### src/pfg_pkg.sv
// pfg_pkg: constants and types for the port F gpio block with change notice.
// assumes a 32-bit register port with byte offsets inside the peripheral region.
package pfg_pkg;
    localparam int unsigned DATA_W = 32;
    localparam int unsigned ADDR_W = 16;
    localparam int unsigned PIN_W  = 16;

    // register block base offsets
    localparam logic [ADDR_W-1:0] OFS_DIRECTION = 16'h6140;
    localparam logic [ADDR_W-1:0] OFS_READBACK  = 16'h6150;
    localparam logic [ADDR_W-1:0] OFS_LATCH     = 16'h6160;
    localparam logic [ADDR_W-1:0] OFS_OPENDRAIN = 16'h6170;
    localparam logic [ADDR_W-1:0] OFS_CHANGECTL = 16'h6180;

    // alias sub-offsets, in words, inside each 16-byte group
    localparam logic [1:0] ALIAS_BASE = 2'h0;
    localparam logic [1:0] ALIAS_CLR  = 2'h1;
    localparam logic [1:0] ALIAS_SET  = 2'h2;
    localparam logic [1:0] ALIAS_INV  = 2'h3;

    // implemented-bit masks, which also give the direction reset value, then the open-drain and latch reset values
    localparam logic [PIN_W-1:0] MASK_SMALL = 16'h003b;
    localparam logic [PIN_W-1:0] MASK_LARGE = 16'h313f;
    localparam logic [PIN_W-1:0] OPENDRAIN_RST = 16'h0000;
    localparam logic [PIN_W-1:0] LATCH_RST     = 16'h0000;

    // change-notice control fields
    localparam int unsigned CTL_ENABLE_BIT = 15;
    localparam int unsigned CTL_HALT_BIT   = 13;
    localparam logic [PIN_W-1:0] CTL_MASK  = 16'ha000;
    localparam logic [PIN_W-1:0] CTL_RST   = 16'h0000;

    typedef enum logic [2:0] {
        PFG_SEL_NONE = 3'b000,
        PFG_SEL_DIR  = 3'b001,
        PFG_SEL_RB   = 3'b010,
        PFG_SEL_LAT  = 3'b011,
        PFG_SEL_ODC  = 3'b100,
        PFG_SEL_CTL  = 3'b101
    } pfg_sel_type;

    typedef struct packed {
        logic [PIN_W-1:0] out;
        logic [PIN_W-1:0] oe;
    } pfg_pad_type;
endpackage : pfg_pkg

### src/pfg_pin_sync.sv
// pfg_pin_sync: two-flop synchroniser per pin plus change detection.
// assumes pins are asynchronous to ref_clk_i.
`timescale 1ns/1ps
`default_nettype none
module pfg_pin_sync
    import pfg_pkg::*;
(
    input  wire logic             ref_clk_i,
    input  wire logic             reset_n_i,
    input  wire logic [PIN_W-1:0] pins_i,
    input  wire logic [PIN_W-1:0] mask_i,
    output logic      [PIN_W-1:0] level_o,
    output logic      [PIN_W-1:0] change_o
);
    logic [PIN_W-1:0] meta_q;
    logic [PIN_W-1:0] sync_q;
    logic [PIN_W-1:0] prev_q;

    always_ff @(posedge ref_clk_i or negedge reset_n_i) begin
        if (!reset_n_i) begin
            meta_q <= '0;
            sync_q <= '0;
            prev_q <= '0;
        end else begin
            meta_q <= pins_i;
            sync_q <= meta_q;
            prev_q <= sync_q;
        end
    end

    assign level_o  = sync_q & mask_i;
    assign change_o = (sync_q ^ prev_q) & mask_i;
endmodule // pfg_pin_sync
`default_nettype wire

### src/pfg_alias_upd.sv
// pfg_alias_upd: applies a plain, clear, set or invert write to a register value.
// assumes the caller supplies mask_i; unimplemented bits are cleared here.
`timescale 1ns/1ps
`default_nettype none
module pfg_alias_upd
    import pfg_pkg::*;
(
    input  wire logic [PIN_W-1:0] cur_i,
    input  wire logic [PIN_W-1:0] wdata_i,
    input  wire logic [1:0]       alias_i,
    input  wire logic [PIN_W-1:0] mask_i,
    output logic      [PIN_W-1:0] next_o
);
    always_comb begin
        case (alias_i)
            ALIAS_CLR: next_o = cur_i & ~wdata_i;
            ALIAS_SET: next_o = cur_i | wdata_i;
            ALIAS_INV: next_o = cur_i ^ wdata_i;
            default:   next_o = wdata_i;
        endcase
        next_o = next_o & mask_i;
    end
endmodule // pfg_alias_upd
`default_nettype wire

### src/pfg_port.sv
// pfg_port: port F gpio registers, pad drive and change-notice flag.
// assumes a single-cycle strobe register port; pins are asynchronous.
`timescale 1ns/1ps
`default_nettype none
// Functional notes
// - each register has clear, set, invert aliases at +4, +8, +C.
// - direction resets to 003B small variant, 313F large, upper half zero.
// - unimplemented bits and upper halfword read zero, ignore writes.
// - readback and latch undefined at reset (the latch resets to zero here); open-drain select resets to zero.
// - control bit 13 stops change notice while idle.
// - direction 6140, readback 6150, latch 6160, open-drain 6170.
module pfg_port
    import pfg_pkg::*;
#(
    parameter bit LARGE_PKG = 1'b1
) (
    input  wire logic              ref_clk_i,
    input  wire logic              reset_n_i,
    input  wire logic [ADDR_W-1:0] addr_i,
    input  wire logic [DATA_W-1:0] wdata_i,
    input  wire logic              wr_i,
    input  wire logic              rd_i,
    output logic      [DATA_W-1:0] rdata_o,
    input  wire logic              idle_i,
    input  wire logic [PIN_W-1:0]  pin_in_i,
    output logic      [PIN_W-1:0]  pin_out_o,
    output logic      [PIN_W-1:0]  pin_oe_o,
    output logic                   pin_change_detect_o
);
    localparam logic [PIN_W-1:0] IMPL = LARGE_PKG ? MASK_LARGE : MASK_SMALL;

    function automatic pfg_sel_type decode(input logic [ADDR_W-1:0] a);
        logic [ADDR_W-1:0] g;
        g = {a[ADDR_W-1:4], 4'h0};
        if (a[1:0] != 2'h0)          decode = PFG_SEL_NONE;
        else if (g == OFS_DIRECTION) decode = PFG_SEL_DIR;
        else if (g == OFS_READBACK)  decode = PFG_SEL_RB;
        else if (g == OFS_LATCH)     decode = PFG_SEL_LAT;
        else if (g == OFS_OPENDRAIN) decode = PFG_SEL_ODC;
        else if (g == OFS_CHANGECTL) decode = PFG_SEL_CTL;
        else                         decode = PFG_SEL_NONE;
    endfunction

    pfg_sel_type       sel;
    logic [1:0]        alias_sel;
    logic [PIN_W-1:0]  dir_q, dir_d, lat_q, lat_d, odc_q, odc_d, ctl_q, ctl_d;
    logic [PIN_W-1:0]  dir_n, lat_n, odc_n, ctl_n;
    logic [PIN_W-1:0]  level, change;
    logic [DATA_W-1:0] rdata_d;
    logic              det_d, det_q, active;
    pfg_pad_type       pad_d, pad_q;

    assign sel       = decode(addr_i);
    assign alias_sel = addr_i[3:2];

    pfg_pin_sync u_sync (
        .ref_clk_i (ref_clk_i),
        .reset_n_i (reset_n_i),
        .pins_i    (pin_in_i),
        .mask_i    (IMPL),
        .level_o   (level),
        .change_o  (change)
    );

    pfg_alias_upd u_dir (.cur_i(dir_q), .wdata_i(wdata_i[PIN_W-1:0]), .alias_i(alias_sel),
                         .mask_i(IMPL), .next_o(dir_n));
    pfg_alias_upd u_lat (.cur_i(lat_q), .wdata_i(wdata_i[PIN_W-1:0]), .alias_i(alias_sel),
                         .mask_i(IMPL), .next_o(lat_n));
    pfg_alias_upd u_odc (.cur_i(odc_q), .wdata_i(wdata_i[PIN_W-1:0]), .alias_i(alias_sel),
                         .mask_i(IMPL), .next_o(odc_n));
    pfg_alias_upd u_ctl (.cur_i(ctl_q), .wdata_i(wdata_i[PIN_W-1:0]), .alias_i(alias_sel),
                         .mask_i(CTL_MASK), .next_o(ctl_n));

    // a write to the readback address lands in the latch, as pins cannot be written
    always_comb begin
        dir_d = dir_q;
        lat_d = lat_q;
        odc_d = odc_q;
        ctl_d = ctl_q;
        if (wr_i) begin
            case (sel)
                PFG_SEL_DIR: dir_d = dir_n;
                PFG_SEL_RB:  lat_d = lat_n;
                PFG_SEL_LAT: lat_d = lat_n;
                PFG_SEL_ODC: odc_d = odc_n;
                PFG_SEL_CTL: ctl_d = ctl_n;
                default:     dir_d = dir_q;
            endcase
        end
    end

    // the latch has no defined reset in hardware; zero here so the pads never float x
    always_ff @(posedge ref_clk_i or negedge reset_n_i) begin
        if (!reset_n_i) begin
            dir_q <= IMPL;
            lat_q <= LATCH_RST;
            odc_q <= OPENDRAIN_RST;
            ctl_q <= CTL_RST;
        end else begin
            dir_q <= dir_d;
            lat_q <= lat_d;
            odc_q <= odc_d;
            ctl_q <= ctl_d;
        end
    end

    // read path: one cycle later, upper halfword always zero
    always_comb begin
        rdata_d = '0;
        if (rd_i) begin
            case (sel)
                PFG_SEL_DIR: rdata_d = {16'h0000, dir_q};
                PFG_SEL_RB:  rdata_d = {16'h0000, level};
                PFG_SEL_LAT: rdata_d = {16'h0000, lat_q};
                PFG_SEL_ODC: rdata_d = {16'h0000, odc_q};
                PFG_SEL_CTL: rdata_d = {16'h0000, ctl_q};
                default:     rdata_d = '0;
            endcase
        end
    end

    // pad drive: open-drain outputs only pull low
    always_comb begin
        pad_d.out = lat_q & IMPL;
        pad_d.oe  = ~dir_q & IMPL & ~(odc_q & lat_q);
    end

    // change-notice flag: level, set by any implemented-pin edge while active, cleared on readback read
    assign active = ctl_q[CTL_ENABLE_BIT] && !(ctl_q[CTL_HALT_BIT] && idle_i);
    always_comb begin
        det_d = det_q;
        if (rd_i && sel == PFG_SEL_RB) begin
            det_d = 1'b0;
        end
        if (!ctl_q[CTL_ENABLE_BIT]) begin
            det_d = 1'b0;
        end else if (active && |change) begin
            det_d = 1'b1;                     // set wins over clear
        end
    end

    always_ff @(posedge ref_clk_i or negedge reset_n_i) begin
        if (!reset_n_i) begin
            rdata_o <= '0;
            pad_q   <= '0;
            det_q   <= 1'b0;
        end else begin
            rdata_o <= rdata_d;
            pad_q   <= pad_d;
            det_q   <= det_d;
        end
    end

    assign pin_out_o           = pad_q.out;
    assign pin_oe_o            = pad_q.oe;
    assign pin_change_detect_o = det_q;

    // ---- assertions
    AST_DIR_RESET: assert property (@(posedge ref_clk_i)
        $rose(reset_n_i) |-> dir_q == IMPL) else $error("direction reset value wrong");
    AST_SET_ALIAS: assert property (@(posedge ref_clk_i) disable iff (!reset_n_i)
        wr_i && sel == PFG_SEL_DIR && alias_sel == ALIAS_SET
        |=> dir_q == ($past(dir_q) | ($past(wdata_i[PIN_W-1:0]) & IMPL)))
        else $error("set alias failed");
    AST_CLR_ALIAS: assert property (@(posedge ref_clk_i) disable iff (!reset_n_i)
        wr_i && sel == PFG_SEL_ODC && alias_sel == ALIAS_CLR
        |=> odc_q == ($past(odc_q) & ~$past(wdata_i[PIN_W-1:0])))
        else $error("clear alias failed");
    AST_INV_ALIAS: assert property (@(posedge ref_clk_i) disable iff (!reset_n_i)
        wr_i && sel == PFG_SEL_LAT && alias_sel == ALIAS_INV
        |=> lat_q == ($past(lat_q) ^ ($past(wdata_i[PIN_W-1:0]) & IMPL)))
        else $error("invert alias failed");
    AST_UPPER_ZERO: assert property (@(posedge ref_clk_i) disable iff (!reset_n_i)
        rdata_o[31:16] == 16'h0000 && (dir_q & ~IMPL) == '0 && (lat_q & ~IMPL) == '0)
        else $error("unimplemented bits not zero");
    AST_ODC_RESET: assert property (@(posedge ref_clk_i)
        $rose(reset_n_i) |-> odc_q == '0 && ctl_q == '0) else $error("reset value wrong");
    AST_DISABLED_QUIET: assert property (@(posedge ref_clk_i) disable iff (!reset_n_i)
        !ctl_q[CTL_ENABLE_BIT] |=> !pin_change_detect_o) else $error("detect while off");
    AST_IDLE_HALT: assert property (@(posedge ref_clk_i) disable iff (!reset_n_i)
        ctl_q[CTL_HALT_BIT] && idle_i && !det_q |=> !det_q) else $error("detect in idle");
    AST_READ_DIR: assert property (@(posedge ref_clk_i) disable iff (!reset_n_i)
        rd_i && addr_i == OFS_DIRECTION |=> rdata_o == {16'h0000, $past(dir_q)})
        else $error("direction read wrong");
    AST_INPUT_HIZ: assert property (@(posedge ref_clk_i) disable iff (!reset_n_i)
        ##1 ($past(dir_q) & pin_oe_o) == '0) else $error("input pin driven");

    // a plain write replaces the whole implemented field, nothing of the old value survives
    AST_BASE_WRITE: assert property (@(posedge ref_clk_i) disable iff (!reset_n_i)
        wr_i && sel == PFG_SEL_DIR && alias_sel == ALIAS_BASE
        |=> dir_q == ($past(wdata_i[PIN_W-1:0]) & IMPL))
        else $error("plain write failed");

    // read data stand one cycle only, so a stale word can never be taken twice
    AST_RDATA_IDLE: assert property (@(posedge ref_clk_i) disable iff (!reset_n_i)
        !rd_i |=> rdata_o == '0) else $error("read data without strobe");

    AST_UNMAPPED_READ: assert property (@(posedge ref_clk_i) disable iff (!reset_n_i)
        rd_i && sel == PFG_SEL_NONE |=> rdata_o == '0) else $error("unmapped read not zero");

    AST_READ_RB: assert property (@(posedge ref_clk_i) disable iff (!reset_n_i)
        rd_i && sel == PFG_SEL_RB |=> rdata_o == {16'h0000, $past(level)})
        else $error("readback read wrong");

    AST_READ_ODC: assert property (@(posedge ref_clk_i) disable iff (!reset_n_i)
        rd_i && sel == PFG_SEL_ODC |=> rdata_o == {16'h0000, $past(odc_q)})
        else $error("open-drain read wrong");

    AST_PAD_OUT: assert property (@(posedge ref_clk_i) disable iff (!reset_n_i)
        ##1 pin_out_o == ($past(lat_q) & IMPL)) else $error("pad level wrong");

    // an open-drain bit with latch high must never drive the pad high
    AST_ODC_HIGH_OFF: assert property (@(posedge ref_clk_i) disable iff (!reset_n_i)
        ##1 ($past(odc_q) & $past(lat_q) & pin_oe_o) == '0)
        else $error("open-drain pad driven high");

    AST_CTL_UPPER: assert property (@(posedge ref_clk_i) disable iff (!reset_n_i)
        (ctl_q & ~CTL_MASK) == '0) else $error("control reserved bits set");

    AST_DETECT_SET: assert property (@(posedge ref_clk_i) disable iff (!reset_n_i)
        active && |change |=> det_q) else $error("edge not flagged");
endmodule // pfg_port
`default_nettype wire

### config.mk
export PLATFORM = sky130hd
export DESIGN_NAME = pfg_port
export DESIGN_NICKNAME = d
export VERILOG_FILES = /design/src/pfg_pkg.sv /design/src/pfg_pin_sync.sv /design/src/pfg_alias_upd.sv /design/src/pfg_port.sv
export SDC_FILE = /design/constraint.sdc
export NUM_CORES = 1
export LEC_CHECK = 0
export BUFFER_PORTS_ARGS = -buffer_cell sky130_fd_sc_hd__buf_4
export CAP_MARGIN = 20
export CORE_MARGIN = 4
export CORE_UTILIZATION = 56
export CTS_BUF_LIST = sky130_fd_sc_hd__clkbuf_4
export CTS_CLUSTER_SIZE = 30
export DETAILED_ROUTE_END_ITERATION = 16
export PLACE_DENSITY_LB_ADDON = 0.25
export SKIP_LAST_GASP = 1
export SLEW_MARGIN = 10
export SYNTH_ARGS = -nofsm -noshare
export SYNTH_HDL_FRONTEND = slang
export SYNTH_HIERARCHICAL = 1
export SYNTH_SLANG_ARGS = --single-unit
### constraint.sdc
create_clock -name ref_clk_i -period 1.8 [get_ports ref_clk_i]
set_input_delay 0.27 -clock ref_clk_i [delete_from_list [all_inputs] [get_ports ref_clk_i]]
set_output_delay 0.27 -clock ref_clk_i [all_outputs]
set_load 0.01 [all_outputs]
# Word level (Yosys, flattened, before mapping)
# Index checks and enable logic that the tools add are counted.
[word_totals] ff_bits=129 latchBits=0 output_inout_bits=65 inputBits=69 rom_bits=0 ramBits=0 wordCells=70 mem_count=0
[op_classes] n_div=0 add_sub_neg=0 mux=15 multipliers=0 n_shift=0 eq_ne=14 reduce_logical=12 magnitude_cmp=0 bitwise_logic=18
[ops] cell="$pmux 14 s3" n=3
[ops] cell="$pmux 16 s5" n=1
[ops] cell="$eq 12x11->1 const B" n=5
[ops] cell="$and 14x14->14" n=4
[ops] cell="$xor 14x14->14" n=4
[ops] cell="$pmux 16 s3" n=1
[ops] cell="$or 14x14->14" n=3
[ops] cell="$mux 3" n=6
[ops] cell="$and 14x16->16" n=1
[ops] cell="$and 16x16->16" n=1
[ops] cell="$mux 16" n=1
[ops] cell="$not 14->16" n=1
[ops] cell="$not 16->16" n=1
[ops] cell="$or 16x16->16" n=1
[ops] cell="$xor 16x16->16" n=1
[ops] cell="$not 14->14" n=1
[ops] cell="$reduce_or 9->1" n=1
[ops] cell="$reduce_and 2->1" n=4
[ops] cell="$eq 3x2->1 const B" n=2
[ops] cell="$eq 3x3->1 const B" n=2
[ops] cell="$eq 2x2->1 const B" n=2
[ops] cell="$logic_and 1x1->1" n=4
[ops] cell="$eq 3x1->1 const B" n=1
[ops] cell="$mux 1" n=3
[ops] cell="other kinds (5)" n=5

# Logic depth before layout (Yosys ltp)
# Gate-level depths: netlist of the first run.
[logic_depth] word_depth=12 ltp_mapped=7 depth_no_buf=6

# Modules after synthesis
# Netlist of the first run, hierarchy kept.
[modules_own_cells] mod="pfg_port" instances=1 cells_per_inst=389 area_per_inst_um2=4849.7
[modules_own_cells] mod="pfg_alias_upd at u_dir ..." instances=3 cells_per_inst=150 area_per_inst_um2=1106.1
[modules_own_cells] mod="pfg_pin_sync" instances=1 cells_per_inst=96 area_per_inst_um2=1542.7
[modules_own_cells] mod="pfg_alias_upd at u_ctl" instances=1 cells_per_inst=146 area_per_inst_um2=1092.3

# Worst setup path before layout of the first run
# Ideal clock, no wire load.
[synth_path] path_type="input-to-reg" startpoint="in addr_i[4]" endpoint="reg, netlist name ctl_q[10]" n_path_buf=2 slack_ns=-0.024 arrival_ns=1.699 t_required_ns=1.675 path_stages=5 cell_sequence="buf_2 > or4b_4 > nor2_4 > buf_4 > mux2_2"
[synth_lines] element="start: declaration" line="pfg_port.sv:19" source="input wire logic [ADDR_W-1:0] addr_i,"

# Worst setup path after layout of the first run
[layout_path] startpoint="reg lat_q[2]" endpoint="reg lat_q[2]"
[layout_between] elab_chain_cells=2 elab_cells_between_ends=4
[layout_lines] element="start: declaration" line="pfg_port.sv:46" source="logic [PIN_W-1:0] dir_q, dir_d, lat_q, lat_d, odc_q, odc_d, ctl_q, ctl_d;"
[layout_lines] element="start signal: assignment" line="pfg_port.sv:101" source="lat_q <= lat_d;"
[layout_lines] element="$xor 14x14->14, or another cell as far along" line="pfg_alias_upd.sv:18" source="ALIAS_INV: next_o = cur_i ^ wdata_i;"
[layout_lines] element="$pmux 14 s3 (*)" line="pfg_alias_upd.sv:15" source="case (alias_i)"
[layout_lines] element="net lat_n[2]" line="pfg_port.sv:47" source="logic [PIN_W-1:0] dir_n, lat_n, odc_n, ctl_n;"
# Mark *: on every way through the listed nets, which the timed path passes. The rest lies on a longest branch.
# A chain may end at the register's enable or synchronous reset.

==> results of run 1 <==
[what timing repair did]
action,CTS,global route
gates resized for setup,0,2
endpoints found under the hold margin,160,0
endpoints found under the setup margin,1,3
pin swaps,1,0
buffers inserted,0,1
hold buffers,18,0
[area by class of cell]
| cell class | count | area, um2 |
|---|---|---|
| clock buffer | 18 | 135 |
| tap | 260 | 325 |
| inverter | 135 | 507 |
| antenna | 1 | 2.50 |
| clock inverter | 14 | 116 |
| multi-input combinational | 833 | 6460 |
| sequential | 147 | 3690 |
| fill | 1505 | 6200 |
| timing repair buffer | 156 | 1390 |
[where the power goes]
group / leakage (nW) / total [mW] / internal, mW / switching [mW]
registers: 1.86 / 3.39 / 3.36 / 0.0317
clock network: 0.131 / 1.97 / 0.599 / 1.37
logic: 4.74 / 1.17 / 0.507 / 0.663
total: 6.73 / 6.53 / 4.47 / 2.06
[through the flow]
step / hold slack [ps] / TNS (ps) / utilization
after floorplan: -25.6 / -82.4 / -
after global routing: 139 / 0 / 0.670
after detailed placement: 211 / -4880 / 0.646
final: 164 / 0 / 0.670
after CTS: 131 / 0 / 0.669
after global placement: 210 / -3720 / 0.646
[sequential cells by signal (all words and copies together) (netlist names)]
name                 cells
ctl_q                   16
dir_q                   16
lat_q                   16
odc_q                   16
pin_change_detect_o      1
pin_oe_o                 9
pin_out_o                9
rdata_o                 16
u_sync/meta_q           16
u_sync/prev_q           16
u_sync/sync_q           16
[layout by cell type, fill, tap and decap left out, types with 4 or more instances in the layout]
cell type,netlist,layout
sky130_fd_sc_hd__a2111oi_0,16,16
sky130_fd_sc_hd__a21oi_1,83,83
sky130_fd_sc_hd__a31oi_1,16,16
sky130_fd_sc_hd__and2_1,37,37
sky130_fd_sc_hd__buf_12,0,13
sky130_fd_sc_hd__buf_4,37,123
sky130_fd_sc_hd__clkbuf_4,0,18
sky130_fd_sc_hd__conb_1,2,126
sky130_fd_sc_hd__dfrtp_1,138,137
sky130_fd_sc_hd__dfstp_2,9,9
sky130_fd_sc_hd__dlygate4sd3_1,0,18
sky130_fd_sc_hd__ha_1,128,127
sky130_fd_sc_hd__inv_1,135,135
sky130_fd_sc_hd__inv_6,0,7
sky130_fd_sc_hd__mux2_2,54,54
sky130_fd_sc_hd__mux2_4,10,10
sky130_fd_sc_hd__mux2i_1,74,74
sky130_fd_sc_hd__mux4_2,5,5
sky130_fd_sc_hd__nand2_1,79,79
sky130_fd_sc_hd__nand3b_1,32,32
sky130_fd_sc_hd__nor2_1,58,58
sky130_fd_sc_hd__nor4_1,4,4
sky130_fd_sc_hd__o211a_1,58,58
sky130_fd_sc_hd__o21a_1,16,16
sky130_fd_sc_hd__xor2_1,16,16
[routing by layer]
layer	share of wire	vias up	global-route usage
li1	-	3949	-
met1	0.43	3880	0.291
met2	0.49	216	0.399
met3	0.054	38	0.0500
met4	0.028	0	0.0811
met5	0	-	0
[path summary, 6_finish.rpt]
kind / start / end / slack [ps]
max in group asynchronous: reset_n_i / dir_q[5] / 970
setup / recovery: lat_q[2] / lat_q[2] / 70
min in group ref_clk_i: rd_i / pin_change_detect_o / 180
hold / removal: reset_n_i / pin_out_o[2] / 160
setup reg to reg: lat_q[2] / lat_q[2] / 70
hold reg to reg: u_sync/meta_q[4] / u_sync/sync_q[4] / 370
[logic make-up (layout without fill, tap and decap cells)]
logic type               Yosys count  in the layout  share of synthesized area
AND/OR/NAND/NOR                  227            227                      0.111
buffers and inverters            225            323                      0.104
AO/OA/AOI/OAI                    191            191                      0.128
flip-flops                       147            147                      0.342
multiplexers                     144            144                      0.152
adder cells (fa/ha/maj)          128            128                      0.148
XOR/XNOR                          17             17                     0.0138
other                              2            127                   0.000695
==> results.cfg, run 1 <==
[status]
outcome = finished clean

[setup_path]
cp-end-kind = flip-flop
worst_path_dominant_cell_family = multiplexers
critical_path.max_stage_delay_ps = 460
critical_path_class = reg2reg
worstPathCellList = inv_1, ha_1, mux4_2, and2_1, mux2_2
cp_max_fo = 5
sort_of_element_at_the_start_of_the_critical_path = flip-flop
worst-path-stages = 5
r2r.worst_path.cells = 5
worst-endpoint-arrival_ps = 2210
crit_buf_inv = 1
worstPathRequired_ps = 2270
worst_path_max_delay_cell = sky130_fd_sc_hd__mux4_2

[synth]
yosysTopAreaCell = sky130_fd_sc_hd__dfrtp_1
post_synth.cell_area_avg_um2 = 9.99
synth_top_area_frac = 0.320
ys_top_cells_by_count = sky130_fd_sc_hd__dfrtp_1 (138), sky130_fd_sc_hd__inv_1 (135), sky130_fd_sc_hd__ha_1 (128)
synthCells = 1081
mappedNetlistArea_um2 = 10800
post_synth_num_cell_types = 42
synthesis.yosys.warnings = 6
synthMostInstantiatedCell = sky130_fd_sc_hd__dfrtp_1
post_synth_edffs = 0
synth_top_cells_by_area = sky130_fd_sc_hd__dfrtp_1 (32%), sky130_fd_sc_hd__ha_1 (15%), sky130_fd_sc_hd__mux2i_1 (6.9%)
most_instantiated_flip_flop_cell_in_the_synthesis_netlist = sky130_fd_sc_hd__dfrtp_1
ys_ff_latch = 147
async_flop_share = 1.00
synth.yosys.seq_area_share = 0.342

[layout]
nNetsFinal = 1487
final_cell_area_um2 = 12600
layout-area-overhead-vs-synth_pct = 16.9
layout-drive-gt1-share = 0.199
final_cell_count_no_fill = 1564

[clock_network]
clock_latency_on_the_worst_skew_pair_ps = 570
cts-htree-levels = 4
clkSinkCount = 147
ctsLongestPathBuffers = 2
clock_root_buffer = sky130_fd_sc_hd__clkbuf_4
clkSlewWorstSetupHoldPaths_ps = 140
tritoncts = built
cts-buffers-inserted = 17

[floorplan]
top_level_ports = 134
fp-row-count = 50
design.die.area_um2 = 21600
floorplan.initialDensity = 0.574
fp.coreArea_um2 = 18800
fp.dieW_um = 147
chipHeight_um = 147

[timing]
final-setup-viol-count = 0
post-route-period-util = 0.964
finalWorstSetupSlack_ps = 65.4
rsz0062_at_grt = no
max_slew_margin = 0.641
period_minus_slack_ps = 1730
worst_pin_slew_ps = 525
timing.fmax_mhz = 576
clock-skew-final_ps = 23.0
final-hold-violation-count = 0
drv_slew = 0

[route]
detailroute.via_count = 8083
drt_pass1_iterations = 4
drt-initial-drc-count = 390
detail_route.vias_per_cell = 5.17
route.antenna.remaining_nets = 0
wirelength_mm = 24.9
wire_per_inst_um = 15.9
post-route-drc-count = 0

[grt]
grt_first_pass_wirelength_mm = 39.9
antenna_violations_before_repair = 1
grt_start_max_net_pins = 69
global_route.usage.total = 0.232
grt_overflow_total = 0
vias_in_the_first_global_route = 7933

[job]
drv.max_cap_violation_count = 0

[power]
highest_ir_drop_seen_on_vdd_v = 0.000371
cellPowerDensity_nw_per_um2 = 517
report.power.total_mw = 6.53
leakagePower_nw = 6.73

[placed_design]
placed_cells = 1512
numPortBuffers = 87
globalplace.congestion = 0.800
post_dp_area_um2 = 12200
dp_hpwl_mm = 17.7
dp_worst_setup_slack_ps = -151

[hold_path]
worst_min_path_class = in2async
Note: power is estimated with default switching activity, not from simulation.
==> run 2, diff against run 1 <==
Settings changed: CORE_ASPECT_RATIO from default to 1.25.
==> run 2 against run 1 <==
Against the previous run: hold slack got worse by 43 ps; sequential power hardly changed; flip-flop and latch count unchanged; global-route usage grew 0.055 points; combinational power about the same; critical path type unchanged; largest power group unchanged.
==> results.cfg, run 2 (synthesis results as in run 1) <==
[setup_path]
worstPathRequired_ps = 2320
cp_max_fo = 2
r2r.worst_path.cells = 5
critical_path_class = reg2reg
sort_of_element_at_the_start_of_the_critical_path = flip-flop
cp-end-kind = flip-flop
crit-reg2reg-capture = dir_q[2]
worst-endpoint-arrival_ps = 2230
timing.reg2reg.setup_slack_ps = 80
critPathLaunch = dir_q[2]
worst_setup_path_end = dir_q[2]
worst_r2r_startpoint = dir_q[2]

[floorplan]
design.die.area_um2 = 21600
fp-row-count = 56
top_level_ports = 134
fp.dieW_um = 132
fp.coreArea_um2 = 18800
floorplan.initialDensity = 0.573
chipHeight_um = 163

[clock_network]
clkSlewWorstSetupHoldPaths_ps = 130
cts-buffers-inserted = 17
ctsLongestPathBuffers = 2
clock_root_buffer = sky130_fd_sc_hd__clkbuf_4
tritoncts = built
clock_latency_on_the_worst_skew_pair_ps = 570
cts_setup_buffers = 0
cts-htree-levels = 4
clkSinkCount = 147

[power]
report.power.total_mw = 7.31
highest_ir_drop_seen_on_vdd_v = 0.000513
leakagePower_nw = 6.82
cellPowerDensity_nw_per_um2 = 575

[route]
detail_route.vias_per_cell = 5.24
wire_per_inst_um = 16.3
wirelength_mm = 25.2
post-route-drc-count = 0
drt_pass1_iterations = 6
route.antenna.remaining_nets = 0
drt-initial-drc-count = 527
detailroute.via_count = 8082

[timing]
final-hold-violation-count = 0
worst_pin_slew_ps = 570
finalWorstSetupSlack_ps = 83.2
max_slew_margin = 0.620
timing.fmax_mhz = 582
drv_slew = 0
post-route-period-util = 0.954
clock-skew-final_ps = 22.6
rsz0062_at_grt = no
period_minus_slack_ps = 1720
final-setup-viol-count = 0

[layout]
nNetsFinal = 1492
most-common-layout-cells = sky130_fd_sc_hd__dfrtp_1 (138), sky130_fd_sc_hd__inv_1 (134), sky130_fd_sc_hd__buf_4 (131)
layout.cells.most_common = sky130_fd_sc_hd__dfrtp_1
layout-drive-gt1-share = 0.201
postLayoutCoreUtil = 0.675
layout-area-overhead-vs-synth_pct = 17.8
final_cell_count_no_fill = 1541

[job]
drv.max_cap_violation_count = 0

[grt]
antenna_violations_before_repair = 1
global_route.usage.total = 0.233
grt_first_pass_wirelength_mm = 40.0
grt_start_max_net_pins = 70
grt_overflow_total = 0
vias_in_the_first_global_route = 7960

[placed_design]
numPortBuffers = 87
dp_worst_setup_slack_ps = -281
dp_hpwl_mm = 18.1
globalplace.congestion = 0.831
placed_cells = 1490

[status]
outcome = finished clean

[hold_path]
worst_min_path_class = in2async
run 2: cell types whose count changed in the layout (fill, tap and decap cells not counted), moves of 2 or more:
cell                         before  now
sky130_fd_sc_hd__buf_12          13   10
sky130_fd_sc_hd__inv_6            7    0
sky130_fd_sc_hd__clkinvlp_4       3    0
sky130_fd_sc_hd__clkinv_1         1    3
sky130_fd_sc_hd__bufinv_16        0    7
sky130_fd_sc_hd__buf_4          123  131
sky130_fd_sc_hd__clkbuf_4        18   20
run 2: routing by layer:
metal | share of wire | up-vias | global-route usage | wire length, um
li1 | - | 3937 | - | -
met1 | 0.44 | 3926 | 0.297 | 11100
met2 | 0.50 | 182 | 0.404 | 12500
met3 | 0.045 | 37 | 0.0404 | 1120
met4 | 0.016 | 0 | 0.0751 | 393
met5 | 0 | - | 0 | 0
run 2: final cells by class:
| type | instances | area, um2 |
|---|---|---|
| clock inverters | 12 | 235 |
| flip-flops and latches | 147 | 3690 |
| clock buffers | 20 | 150 |
| inverters | 135 | 507 |
| fillers | 1508 | 6120 |
| repair buffers | 161 | 1390 |
| multi-input cells | 833 | 6460 |
| diodes | 1 | 2.50 |
| well taps | 232 | 290 |
run 2: repair_timing:
action | CTS | global route
gates resized for setup | 0 | 3
hold endpoints to repair | 158 | 0
setup endpoints to repair | 0 | 1
hold buffers | 18 | 0
run 2: through the flow:
stage / setup TNS (ps) / cell area, um2 / hold WS, ps
finish: 0 / 12700 / 122
global route: 0 / 12700 / 112
CTS: 0 / 12700 / 71.8
detailed placement: -10530 / 12100 / 153
global placement: -9030 / 12100 / 151
floorplan: -82.4 / 11300 / -25.6
run 2: worst min path at each step:
stage                    from   endpoint  cells past startpoint
floorplan           reset_n_i   ctl_q[0]                      0
global placement    reset_n_i  dir_q[10]                      1
detailed placement  reset_n_i  dir_q[10]                      1
CTS                 reset_n_i  dir_q[10]                      2
global route        reset_n_i  dir_q[10]                      2
finish              reset_n_i  dir_q[10]                      2
run 2: report_power, final:
part / total [mW] / internal [mW] / leakage, nW / switching [mW]
Combinational: 1.17 / 0.511 / 4.75 / 0.663
Sequential: 3.39 / 3.36 / 1.86 / 0.0347
Clock: 2.75 / 1.55 / 0.204 / 1.19
Total: 7.31 / 5.42 / 6.82 / 1.89
run 2: worst max-delay path, stage by stage (launching register included):
cell and delay [ps]:
sky130_fd_sc_hd__dfstp_2 560, sky130_fd_sc_hd__inv_2 40, sky130_fd_sc_hd__ha_4 220, sky130_fd_sc_hd__mux4_2 450, sky130_fd_sc_hd__and2_4 140, sky130_fd_sc_hd__mux2_2 250
==> run 3, diff against run 2 <==
Settings changed: BUFFER_PORTS_ARGS -buffer_cell sky130_fd_sc_hd__buf_4 to -buffer_cell sky130_fd_sc_hd__buf_2.
==> run 3 against run 2 <==
Against the previous run: total power is 6.6% lower; cell count is 0.45% lower; final area is 2.4% lower; register-to-register slack worse by 20 ps; sequential power hardly changed; count of clock-buffer cells in the layout stayed put; flip-flop and latch count stayed put; hold slack better by 58 ps; clock skew is 7.0 ps lower; sequential share of layout area is 0.72 points higher; wire length is 4.0% lower; combinational power is 3% lower; largest cell class unchanged.
==> results.cfg, run 3 (synthesis results as in run 1) <==
[status]
outcome = finished clean

[route]
wire_per_inst_um = 15.8
detailroute.via_count = 8020
post-route-drc-count = 0
detail_route.vias_per_cell = 5.23
route.antenna.remaining_nets = 0
wirelength_mm = 24.2
drt-initial-drc-count = 500
drt_pass1_iterations = 7

[timing]
worst_pin_slew_ps = 567
max_slew_margin = 0.622
clock-skew-final_ps = 15.6
final-hold-violation-count = 0
rsz0062_at_grt = no
post-route-period-util = 0.965
period_minus_slack_ps = 1740
drv_slew = 0
timing.fmax_mhz = 576
final-setup-viol-count = 0

[clock_network]
ctsLongestPathBuffers = 2
tritoncts = built
clkSinkCount = 147
cts-htree-levels = 4
cts-buffers-inserted = 17
clkSlewWorstSetupHoldPaths_ps = 120
clock_root_buffer = sky130_fd_sc_hd__clkbuf_4
clock_latency_on_the_worst_skew_pair_ps = 560

[floorplan]
fp.dieW_um = 132
chipHeight_um = 163
floorplan.initialDensity = 0.573
top_level_ports = 134
fp.coreArea_um2 = 18800
fp-row-count = 56
design.die.area_um2 = 21600

[power]
sequentialPowerShare = 0.497
switching_share = 0.273
share_clk_of_total_power = 0.338
power.switching_mw = 1.87
comb_power_share = 0.165
highest_ir_drop_seen_on_vdd_v = 0.000346
cellPowerDensity_nw_per_um2 = 550
report.power.total_mw = 6.83
power_report.internal_total_mw = 4.96
leakagePower_nw = 6.70

[setup_path]
cp-end-kind = flip-flop
worst_path_dominant_cell_family = multiplexers
crit_buf_inv = 1
critical_path_class = reg2reg
sort_of_element_at_the_start_of_the_critical_path = flip-flop
r2r.worst_path.cells = 5
worstPathRequired_ps = 2300
worstPathCellList = inv_2, ha_4, mux4_2, and2_4, mux2_2
worst-endpoint-arrival_ps = 2240
worst-path-stages = 5
worst_path_max_delay_cell = sky130_fd_sc_hd__dfstp_2
critical_path.max_stage_delay_ps = 560
cp_max_fo = 2

[grt]
grt_overflow_total = 0
antenna_violations_before_repair = 2
global_route.usage.total = 0.228
grt_start_max_net_pins = 81
grt_first_pass_wirelength_mm = 39.3
vias_in_the_first_global_route = 7810

[placed_design]
globalplace.congestion = 0.849
dp_hpwl_mm = 17.4
numPortBuffers = 87
post_dp_area_um2 = 11900

[layout]
layout-drive-gt1-share = 0.197
most-common-layout-cells = sky130_fd_sc_hd__dfrtp_1 (138), sky130_fd_sc_hd__inv_1 (134), sky130_fd_sc_hd__ha_1 (127)
filler_cell_count = 1538
layout-area-overhead-vs-synth_pct = 15.0
layout.cells.most_common = sky130_fd_sc_hd__dfrtp_1
final_cell_area_um2 = 12400
nNetsFinal = 1485

[hold_path]
worst_min_path_class = in2reg
holdPathStages = 4

[job]
drv.max_cap_violation_count = 0
[run 3: cell types whose count changed in the layout (fill, tap and decap cells not counted)]
cell | before | now
sky130_fd_sc_hd__clkinvlp_4 | 0 | 1
sky130_fd_sc_hd__buf_4 | 131 | 37
sky130_fd_sc_hd__buf_12 | 10 | 12
sky130_fd_sc_hd__clkinv_1 | 3 | 2
sky130_fd_sc_hd__buf_2 | 0 | 84
sky130_fd_sc_hd__bufinv_16 | 7 | 4
sky130_fd_sc_hd__dlygate4sd3_1 | 18 | 19
sky130_fd_sc_hd__clkinv_2 | 1 | 4
[run 3: final cells by class]
| class | instances | area [um2] | area share |
|---|---|---|---|
| clock buffers | 20 | 150 | 0.0121 |
| flip-flops and latches | 147 | 3690 | 0.297 |
| repair buffers | 154 | 1150 | 0.0927 |
| clock inverters | 12 | 164 | 0.0132 |
| well taps | 232 | 290 | 0.0234 |
| inverters | 135 | 507 | 0.0408 |
| diodes | 1 | 2.50 | 0.000201 |
| multi-input cells | 833 | 6460 | 0.521 |
[run 3: worst register-to-register path: stages, from the launching register on]
cell,delay (ps)
sky130_fd_sc_hd__dfstp_2,560
sky130_fd_sc_hd__inv_2,40
sky130_fd_sc_hd__ha_4,220
sky130_fd_sc_hd__mux4_2,460
sky130_fd_sc_hd__and2_4,140
sky130_fd_sc_hd__mux2_2,260
[run 3: layer usage]
layer / part of all wire / global-route usage / up-vias
met1: 0.45 / 0.305 / 3894
met4: 0.022 / 0.0846 / 2
li1: - / - / 3918
met2: 0.48 / 0.374 / 175
met3: 0.044 / 0.0385 / 31
met5: 0.00033 / 0 / -
[run 3: metrics by stage]
| step | worst slack, ps | TNS [ps] | utilization | std cells | hold WS [ps] |
|---|---|---|---|---|---|
| 6_report | 62.9 | 0 | 0.659 | 1534 | 180 |
| 2_1_floorplan | -13.7 | -82.4 | - | 1205 | -25.6 |
| 4_1_cts | 16.3 | 0 | 0.658 | 1533 | 124 |
| 3_5_place_dp | -183 | -8950 | 0.631 | 1482 | 60.1 |
| 5_1_grt | 5.89 | 0 | 0.659 | 1534 | 142 |
| 3_3_place_gp | -145 | -5910 | 0.631 | 1482 | 60.3 |
[run 3: worst paths after layout]
kind / start / end / slack, ps
worst max-delay path: dir_q[2] / dir_q[2] / 60
worst min-delay path: rd_i / pin_change_detect_o / 180
worst max register to register: dir_q[2] / dir_q[2] / 60
worst min register to register: u_sync/meta_q[5] / u_sync/sync_q[5] / 350
max in group asynchronous: reset_n_i / lat_q[9] / 1110
min in group asynchronous: reset_n_i / lat_q[10] / 260
[run 3: power by group through the flow]
| stage | registers, mW | clock network [mW] | logic, mW |
|---|---|---|---|
| after floorplan | 3.45 | 0 | 0.782 |
| after global placement | 3.45 | 0 | 1.03 |
| after detailed placement | 3.45 | 0 | 1.08 |
| after CTS | 3.39 | 2.38 | 1.11 |
| after global routing | 3.40 | 2.53 | 1.27 |
| final | 3.39 | 2.31 | 1.13 |
[run 3: repair_timing]
action	CTS	global route
endpoints found under the hold margin	160	0
setup buffers	0	0
setup endpoints to repair	0	1
hold buffers	19	0
resized for setup	0	3
